===== src/pkg/clk_seq_pkg.sv =====
// constants, register map and state types for the clock sequencer
package clk_seq_pkg;

  // bus register byte offsets
  localparam logic [7:0] OFS_CTRL   = 8'h00;
  localparam logic [7:0] OFS_CONFIG = 8'h04;
  localparam logic [7:0] OFS_STATUS = 8'h08;
  localparam logic [7:0] OFS_FLAGS  = 8'h0C;
  localparam logic [7:0] OFS_IRQEN  = 8'h10;

  // field positions
  localparam int CTRL_CSS_LSB  = 0;
  localparam int CTRL_IFS_LSB  = 4;
  localparam int CFG_TWO_SPD   = 0;
  localparam int CFG_FCM_EN    = 1;
  localparam int CFG_MODE_LSB  = 4;
  localparam int STAT_DONE     = 0;
  localparam int STAT_FAILSAFE = 1;
  localparam int STAT_SEL_LSB  = 2;
  localparam int STAT_HOLD     = 4;
  localparam int FLAG_OSC_FAIL = 0;
  localparam int IRQEN_OSC     = 0;

  // values after reset
  localparam logic [3:0] IFS_RESET     = 4'h7;
  localparam logic [1:0] CSS_RESET     = 2'h0;
  localparam logic [2:0] MODE_RESET    = 3'h1;
  localparam logic       TWO_SPD_RESET = 1'b1;
  localparam logic       FCM_EN_RESET  = 1'b1;

  // clock source select codes
  localparam logic [1:0] CSS_PRIMARY = 2'h0;
  localparam logic [1:0] CSS_TOSC    = 2'h1;

  // oscillator mode codes; codes at or above MODE_EC_MIN are external clock
  localparam logic [2:0] MODE_LP     = 3'h0;
  localparam logic [2:0] MODE_XT     = 3'h1;
  localparam logic [2:0] MODE_HS     = 3'h2;
  localparam logic [2:0] MODE_RC     = 3'h3;
  localparam logic [2:0] MODE_INT    = 3'h4;
  localparam logic [2:0] MODE_EC_MIN = 3'h5;

  // system clock source select output codes
  localparam logic [1:0] SEL_INT  = 2'h0;
  localparam logic [1:0] SEL_EXT  = 2'h1;
  localparam logic [1:0] SEL_TOSC = 2'h2;

  // counts
  localparam int OST_CYCLES_DEFAULT = 1024;
  localparam int LF_DIV_DEFAULT     = 64;

  typedef enum logic [2:0] {
    ST_IDLE  = 3'b000,
    ST_OST   = 3'b001,
    ST_WFALL = 3'b011,
    ST_HOLD  = 3'b010,
    ST_EXT   = 3'b110,
    ST_FAIL  = 3'b111,
    ST_SLEEP = 3'b100
  } seq_state_t;

endpackage


===== src/rtl/clk_sequencer.sv =====
// two-speed start-up and fail-safe clock sequencer with an APB register file
module clk_sequencer
  import clk_seq_pkg::*;
#(
  parameter int ADDR_W     = 8,
  parameter int OST_CYCLES = OST_CYCLES_DEFAULT,
  parameter int LF_DIV     = LF_DIV_DEFAULT
) (
  input  wire logic              pclk,
  input  wire logic              presetn,
  input  wire logic              psel,
  input  wire logic              penable,
  input  wire logic              pwrite,
  input  wire logic [ADDR_W-1:0] paddr,
  input  wire logic [31:0]       pwdata,
  output logic                   pready,
  output logic                   pslverr,
  output logic [31:0]            prdata,
  input  wire logic              ext_clk,
  input  wire logic              tosc_clk,
  input  wire logic              internal_osc_clk,
  input  wire logic              lfosc_clk,
  input  wire logic              sleep_enter,
  input  wire logic              wake,
  output logic [1:0]             sys_clk_sel,
  output logic                   sys_clk_hold,
  output logic [3:0]             internal_osc_freq_sel,
  output logic                   startup_done_flag,
  output logic                   osc_fail_irq
);

  localparam int OST_W = $clog2(OST_CYCLES + 1);

  if (ADDR_W < 5) begin
    $error("ADDR_W too small for the register map");
  end
  if (OST_CYCLES < 1 || OST_CYCLES > 4096) begin
    $error("OST_CYCLES out of range");
  end

  typedef struct packed {
    seq_state_t       st;
    logic [OST_W-1:0] ost_cnt;
    logic [1:0]       css;
    logic [3:0]       ifs;
    logic             two_spd;
    logic             fcm_en;
    logic [2:0]       mode;
    logic             flag;
    logic             irq_en;
    logic             done;
    logic             fail_safe;
    logic [1:0]       sel;
    logic             hold;
    logic             irq;
    logic             int_d;
    logic             src_d;
    logic             pready;
    logic             pslverr;
    logic [31:0]      prdata;
  } regs_t;

  regs_t q, n;

  function automatic logic addr_hit(input logic [ADDR_W-1:0] a);
    logic [7:0] o;
    o = 8'(a);
    addr_hit = (ADDR_W <= 8 || a[ADDR_W-1:0] == ADDR_W'(o)) &&
               (o == OFS_CTRL || o == OFS_CONFIG || o == OFS_STATUS ||
                o == OFS_FLAGS || o == OFS_IRQEN);
  endfunction

  function automatic logic is_crystal(input logic [2:0] m);
    is_crystal = (m == MODE_LP) || (m == MODE_XT) || (m == MODE_HS);
  endfunction

  logic       src_lvl;
  logic       src_fall;
  logic       int_fall;
  logic       wr_en;
  logic       css_chg;
  logic       mon_en;
  logic       det_fail;
  logic       fail_evt;
  logic [7:0] ofs;

  // monitor sees the selected external source, enabled only in ST_WFALL, ST_HOLD and ST_EXT with fcm_en set
  assign src_lvl = (q.css == CSS_TOSC) ? tosc_clk : ext_clk;
  assign mon_en  = q.fcm_en &&
                   (q.st == ST_WFALL || q.st == ST_HOLD || q.st == ST_EXT);

  fail_detector #(
    .LF_DIV(LF_DIV)
  ) u_det (
    .pclk     (pclk),
    .presetn  (presetn),
    .enable   (mon_en),
    .src_level(src_lvl),
    .lf_level (lfosc_clk),
    .fail_q   (det_fail)
  );

  always_comb begin
    n         = q;
    ofs       = 8'(paddr);
    src_fall  = q.src_d & ~src_lvl;
    int_fall  = q.int_d & ~internal_osc_clk;
    n.src_d   = src_lvl;
    n.int_d   = internal_osc_clk;
    n.pready  = 1'b0;
    n.pslverr = 1'b0;
    css_chg   = 1'b0;
    fail_evt  = det_fail && mon_en;

    // no wait state: data prepared in setup, answered in the first access cycle
    if (psel && !penable && !q.pready) begin
      n.pready  = 1'b1;
      n.pslverr = !addr_hit(paddr);
      n.prdata  = 32'h0000_0000;
      if (!pwrite && addr_hit(paddr)) begin
        unique case (ofs)
          OFS_CTRL: begin
            n.prdata[CTRL_CSS_LSB +: 2] = q.css;
            n.prdata[CTRL_IFS_LSB +: 4] = q.ifs;
          end
          OFS_CONFIG: begin
            n.prdata[CFG_TWO_SPD]       = q.two_spd;
            n.prdata[CFG_FCM_EN]        = q.fcm_en;
            n.prdata[CFG_MODE_LSB +: 3] = q.mode;
          end
          OFS_STATUS: begin
            n.prdata[STAT_DONE]         = q.done;
            n.prdata[STAT_FAILSAFE]     = q.fail_safe;
            n.prdata[STAT_SEL_LSB +: 2] = q.sel;
            n.prdata[STAT_HOLD]         = q.hold;
          end
          OFS_FLAGS: n.prdata[FLAG_OSC_FAIL] = q.flag;
          default:   n.prdata[IRQEN_OSC]     = q.irq_en;
        endcase
      end
    end

    wr_en = psel && penable && pwrite && q.pready && !q.pslverr;
    if (wr_en) begin
      unique case (ofs)
        OFS_CTRL: begin
          n.css   = pwdata[CTRL_CSS_LSB +: 2];
          n.ifs   = pwdata[CTRL_IFS_LSB +: 4];
          css_chg = (pwdata[CTRL_CSS_LSB +: 2] != q.css);
        end
        OFS_CONFIG: begin
          n.two_spd = pwdata[CFG_TWO_SPD];
          n.fcm_en  = pwdata[CFG_FCM_EN];
          n.mode    = pwdata[CFG_MODE_LSB +: 3];
        end
        OFS_FLAGS: begin
          if (pwdata[FLAG_OSC_FAIL]) n.flag = 1'b0;
        end
        OFS_IRQEN: n.irq_en = pwdata[IRQEN_OSC];
        default: ;
      endcase
    end

    unique case (q.st)
      ST_IDLE: begin
        n.sel  = SEL_INT;
        n.hold = 1'b0;
        if (q.css == CSS_TOSC) begin
          n.st      = ST_OST;
          n.ost_cnt = '0;
        end else if (q.css == CSS_PRIMARY && (is_crystal(q.mode))) begin
          n.st      = ST_OST;
          n.ost_cnt = '0;
          // without two-speed or the fail monitor the core waits out the timer unclocked
          n.hold    = !(q.two_spd || q.fcm_en);
        end else if (q.css == CSS_PRIMARY && q.mode != MODE_INT) begin
          n.st   = ST_EXT;
          n.done = 1'b1;
          n.sel  = SEL_EXT;
        end
      end
      ST_OST: begin
        if (src_fall) begin
          n.ost_cnt = q.ost_cnt + OST_W'(1);
        end
        if (q.ost_cnt == OST_W'(OST_CYCLES)) begin
          n.st = ST_WFALL;
        end
      end
      ST_WFALL: begin
        if (int_fall) begin
          n.st   = ST_HOLD;
          n.done = 1'b1;
          n.hold = 1'b1;
        end
      end
      ST_HOLD: begin
        if (src_fall) begin
          n.st        = ST_EXT;
          n.hold      = 1'b0;
          n.sel       = (q.css == CSS_TOSC) ? SEL_TOSC : SEL_EXT;
          n.fail_safe = 1'b0;
        end
      end
      ST_EXT: ;
      ST_FAIL: n.sel = SEL_INT;
      ST_SLEEP: begin
        if (wake) begin
          n.st = ST_IDLE;
        end
      end
    endcase

    if (fail_evt) begin
      n.st        = ST_FAIL;
      n.fail_safe = 1'b1;
      n.sel       = SEL_INT;
      n.hold      = 1'b0;
      n.done      = 1'b0;
    end
    if (css_chg) begin
      n.st        = ST_IDLE;
      n.fail_safe = 1'b0;
      n.done      = 1'b0;
      n.sel       = SEL_INT;
      n.hold      = 1'b0;
    end
    if (sleep_enter) begin
      n.st        = ST_SLEEP;
      n.fail_safe = 1'b0;
      n.done      = 1'b0;
      n.sel       = SEL_INT;
      n.hold      = 1'b0;
    end
    // hardware set wins over a software clear in the same cycle
    if (fail_evt) begin
      n.flag = 1'b1;
    end
    n.irq = n.flag && n.irq_en;
  end

  always_ff @(posedge pclk or negedge presetn) begin
    if (!presetn) begin
      q         <= '0;
      q.st      <= ST_IDLE;
      q.css     <= CSS_RESET;
      q.ifs     <= IFS_RESET;
      q.two_spd <= TWO_SPD_RESET;
      q.fcm_en  <= FCM_EN_RESET;
      q.mode    <= MODE_RESET;
      q.sel     <= SEL_INT;
    end else begin
      q <= n;
    end
  end

  assign pready            = q.pready;
  assign pslverr           = q.pslverr;
  assign prdata            = q.prdata;
  assign sys_clk_sel       = q.sel;
  assign sys_clk_hold      = q.hold;
  assign internal_osc_freq_sel   = q.ifs;
  assign startup_done_flag = q.done;
  assign osc_fail_irq      = q.irq;
endmodule


===== src/rtl/fail_detector.sv =====
// external clock fail detector against the divided low-frequency oscillator
module fail_detector
  import clk_seq_pkg::*;
#(
  parameter int LF_DIV = LF_DIV_DEFAULT
) (
  input  wire logic pclk,
  input  wire logic presetn,
  input  wire logic enable,
  input  wire logic src_level,
  input  wire logic lf_level,
  output logic      fail_q
);

  localparam int HALF  = LF_DIV / 2;
  localparam int CNT_W = (HALF > 1) ? $clog2(HALF) : 1;

  // refused at elaboration: the sample clock toggles every LF_DIV/2 rises
  if (LF_DIV < 2 || (LF_DIV % 2) != 0) begin
    $error("LF_DIV must be even and at least 2");
  end

  typedef struct packed {
    logic [CNT_W-1:0] cnt;
    logic             lf_d;
    logic             src_d;
    logic             samp;
    logic             latch;
    logic             fail;
  } det_t;

  det_t q, n;
  logic lf_rise;
  logic src_fall;

  always_comb begin
    n        = q;
    lf_rise  = lf_level & ~q.lf_d;
    src_fall = q.src_d & ~src_level;
    n.lf_d   = lf_level;
    n.src_d  = src_level;
    n.fail   = 1'b0;
    if (!enable) begin
      n.cnt   = '0;
      n.samp  = 1'b0;
      n.latch = 1'b1;
    end else begin
      if (lf_rise) begin
        if (q.cnt == CNT_W'(HALF - 1)) begin
          n.cnt  = '0;
          n.samp = ~q.samp;
          if (!q.samp) begin
            n.latch = 1'b0;
          end else if (!q.latch && !src_fall) begin
            n.fail = 1'b1;
          end
        end else begin
          n.cnt = q.cnt + CNT_W'(1);
        end
      end
      // set beats clear when both land together
      if (src_fall) begin
        n.latch = 1'b1;
      end
    end
  end

  always_ff @(posedge pclk or negedge presetn) begin
    if (!presetn) begin
      q <= '{cnt: '0, lf_d: 1'b0, src_d: 1'b0, samp: 1'b0, latch: 1'b1, fail: 1'b0};
    end else begin
      q <= n;
    end
  end

  assign fail_q = q.fail;
endmodule


===== config.mk =====
export PLATFORM = sky130hd
export DESIGN_NAME = clk_sequencer
export DESIGN_NICKNAME = d
export VERILOG_FILES = /design/src/pkg/clk_seq_pkg.sv /design/src/rtl/clk_sequencer.sv /design/src/rtl/fail_detector.sv
export SDC_FILE = /design/constraint.sdc
export NUM_CORES = 1
export LEC_CHECK = 0
export BUFFER_PORTS_ARGS = -buffer_cell sky130_fd_sc_hd__buf_2
export CORE_MARGIN = 10
export CORE_UTILIZATION = 47
export CTS_BUF_LIST = sky130_fd_sc_hd__clkbuf_16
export CTS_CLUSTER_DIAMETER = 30
export DETAILED_ROUTE_END_ITERATION = 12
export GPL_TIMING_DRIVEN = 0
export HOLD_SLACK_MARGIN = 0.1
export PLACE_DENSITY = 0.79
export SETUP_SLACK_MARGIN = 0.1
export SKIP_CTS_REPAIR_TIMING = 1
export SLEW_MARGIN = 20
export SYNTH_ARGS = -nofsm -noshare
export SYNTH_HDL_FRONTEND = slang
export SYNTH_SLANG_ARGS = --single-unit

===== constraint.sdc =====
create_clock -name pclk -period 2 [get_ports pclk]
set_input_delay 0.4 -clock pclk [delete_from_list [all_inputs] [get_ports pclk]]
set_output_delay 0.4 -clock pclk [all_outputs]
set_load 0.02 [all_outputs]

==> run_results.csv <==
group,metric,value,unit
run_status,status,"complete, no violations",
critical_path,worst_r2r_startpoint,"q[45]",
die,io_pins,94,
global_route,grt_pass1_vias,2537,
sta,worst_hold_slack,138.9,ps
cells_and_area,layout_common_cells,"47 x dfrtp_1, 46 x buf_2, 45 x buf_4, 26 x nand2_1, 24 x conb_1",
critical_path,worstPathCellList,"or3b_4 > a2111oi_4 > a311oi_2 > a21o_1 > mux2_4",
route,ant_nets,0,
route,first_pass_iters,5,
cells_and_area,n_antenna_cell,0,
sta,setup_viol,0,
critical_path,reg2reg_slack,60,ps
flow_run,maxCapViolations,0,
clock_tree,root_buffer,"clkbuf_16",
cells_and_area,area_growth,21.40,%
global_route,grt_pass1_wl,11800,um
route,wirelength,7246,um
critical_path,cp-start-kind,"flop",
sta,period_share,96.90,%
sta,tightest_slew,667.0,ps
sta,fmax,0.5160,GHz
route,drt_iter0_drc,108,
logic_synthesis,synth-main-ff-cell,"dfrtp_1",
cells_and_area,drive_above_1_share,33.25,%
logic_synthesis,synth_edf_count,0,
die,die_h,102.6,um
global_route,grt_max_degree,55,
die,dieArea,10530,um2
sta,fin_worst_skew,6.946,ps
power,pwr_density_cell,829.8,nW/um2
logic_synthesis,synth.distinct_cells,65,
clock_tree,numCtsBuffers,5,
placement,gp_congestion,0.8757,
critical_path,worstPathArrival,2120,ps
sta,hold_violations,0,
placement,place_ws,-210.3,ps
die,core-area,6719,um2
placement,io_buffers,42,
critical_path,timing.rr.end,"q[66]",
sta,maxSlewHeadroom,55.53,%
global_route,grt.overflow.total,0,
logic_synthesis,ys_seq_area_share,42.38,%
cells_and_area,finalNetCount,463,
critical_path,crit_path_end_kind,"flop",
critical_path,rr_worst_depth,5,
clock_tree,clk_pin_slew_worst_paths,70,ps
clock_tree,cts_tree,"yes",
power,p_leak,1.875,nW
cells_and_area,mostFrequentLayoutCell,"dfrtp_1",
critical_path,worstPathRequired,2180,ps
placement,place_hpwl,5397,um
logic_synthesis,yosysWarnings,0,
global_route,grtUsageTotal,13.49,%
logic_synthesis,syn_area,3209,um2
route,wl_per_cell,14.82,um
logic_synthesis,async_flop_share,100.0,%
sta,slew_violations,0,
die,start_util,47.77,%
critical_path,cp_max_fo,4,
clock_tree,h-tree-depth,2,
critical_path,crit_type,"flop to flop",
logic_synthesis,ys_seq_elements,54,
sta,setup_slack,61.94,ps
sta,fin_crit,1938,ps
clock_tree,clk_latency,290,ps
logic_synthesis,synth.avg_cell_area,9.725,um2
logic_synthesis,syn_inst,330,
clock_tree,clockBufferDepth,2,
critical_path,cp_slowest_stage_delay,420,ps
route,num_vias,2613,
route,route.detailed.drc,0,
sta,rsz0062_at_grt,"yes",
power,peakVddDrop,0.0005241,V
min_path,min-delay-path-class,"primary input to asynchronous set/reset pin",
die,dieWidth,102.6,um
clock_tree,cts.sinks,54,
critical_path,critPathSlowestCell,"or3b_4",
global_route,grt_antenna_before_repair,0,
die,rows,30,
route,avgViaCountPerCell,5.344,
[sequential cells by signal, summed over array words and instances (netlist names)]
name,count
pslverr,1
internal_osc_freq_sel,4
startup_done_flag,1
osc_fail_irq,1
sys_clk_hold,1
prdata,8
u_det.q,9
sys_clk_sel,2
q,25
pready,1
u_det.fail_q,1
[cell usage after synthesis, drive strengths merged, types with 4 or more instances]
master | n | share of area, %
o31ai | 5 | 1.2
nor3 | 5 | 0.94
nand2b | 6 | 1.2
nor2b | 4 | 0.86
buf | 44 | 10
or3 | 5 | 0.97
a31oi | 5 | 0.97
nand2 | 26 | 3.0
nor4 | 4 | 1.7
dfrtp | 47 | 37
dfstp | 7 | 5.7
a21oi | 13 | 2.0
clkbuf | 5 | 0.58
o21ai | 24 | 3.7
nand3 | 12 | 1.9
nor2 | 20 | 2.3
inv | 9 | 1.1
a21o | 6 | 1.4
ha | 4 | 1.6
and2 | 5 | 0.97
mux2 | 13 | 4.7
a22o | 10 | 2.8
nand4 | 4 | 1.2
[routing by layer]
layer | wire length (um) | GRT usage [%]
met3 | 543 | 3.619
met4 | 87 | 3.688
met5 | 0 | 0
met1 | 3118 | 16.86
met2 | 3497 | 22.37
[where the power goes]
part | internal, W | total, W | switching (W)
Clock | 0.000471 | 0.000873 | 0.000402
Sequential | 0.00117 | 0.00126 | 0.0000884
Combinational | 0.000450 | 0.00111 | 0.000655
[worst max path at each step]
stage | startpoint | to | slack [ps] | cells past startpoint
finish | q[45] | q[66] | 60 | 5
global route | q[54] | q[66] | -7 | 6
CTS | q[45] | q[66] | -80 | 5
detailed placement | paddr[1] | q[66] | -210 | 6
global placement | paddr[1] | q[66] | -200 | 6
floorplan | paddr[3] | q[66] | 110 | 6
[critical path, delay by kind of cell (launching register included)]
| kind | cells | cell delay, ps |
|---|---|---|
| AOI/OAI and AO/OA | 3 | 690 |
| DFF | 1 | 410 |
| muxes | 1 | 310 |
| and+or+nand+nor | 1 | 420 |
[cells by family after synthesis]
kind of cell | after synthesis | synth area share, %
AOI/OAI and AO/OA | 85 | 18.52
DFF | 54 | 42.38
buffers and inverters | 59 | 11.77
adders and majority gates | 4 | 1.560
xor gates and xnor gates | 4 | 1.092
and+or+nand+nor | 108 | 19.26
muxes | 15 | 5.302
other | 1 | 0.1168
[stage by stage]
stage	instance area [um2]	setup TNS (ps)	util (%)	power, W	cells
floorplan	3304	0	-	0.001988	353
global placement	3615	-199.1	53.80	0.002207	475
detailed placement	3617	-224.0	53.84	0.002245	475
CTS	3767	-90.54	56.07	0.003123	483
global route	3896	-7.326	57.99	0.003414	489
finish	3896	0	57.99	0.003233	489
[final cells by class]
cell class,instances,area (um2)
buffer,49,344.1
clock buffer,5,125.1
clock inverter,3,25.02
fill,586,2823
inverter,10,37.54
multi-input combinational,240,1647
sequential,54,1360
tap,80,100.1
timing repair buffer,48,257.7
Power figures use the tool's default switching activity.
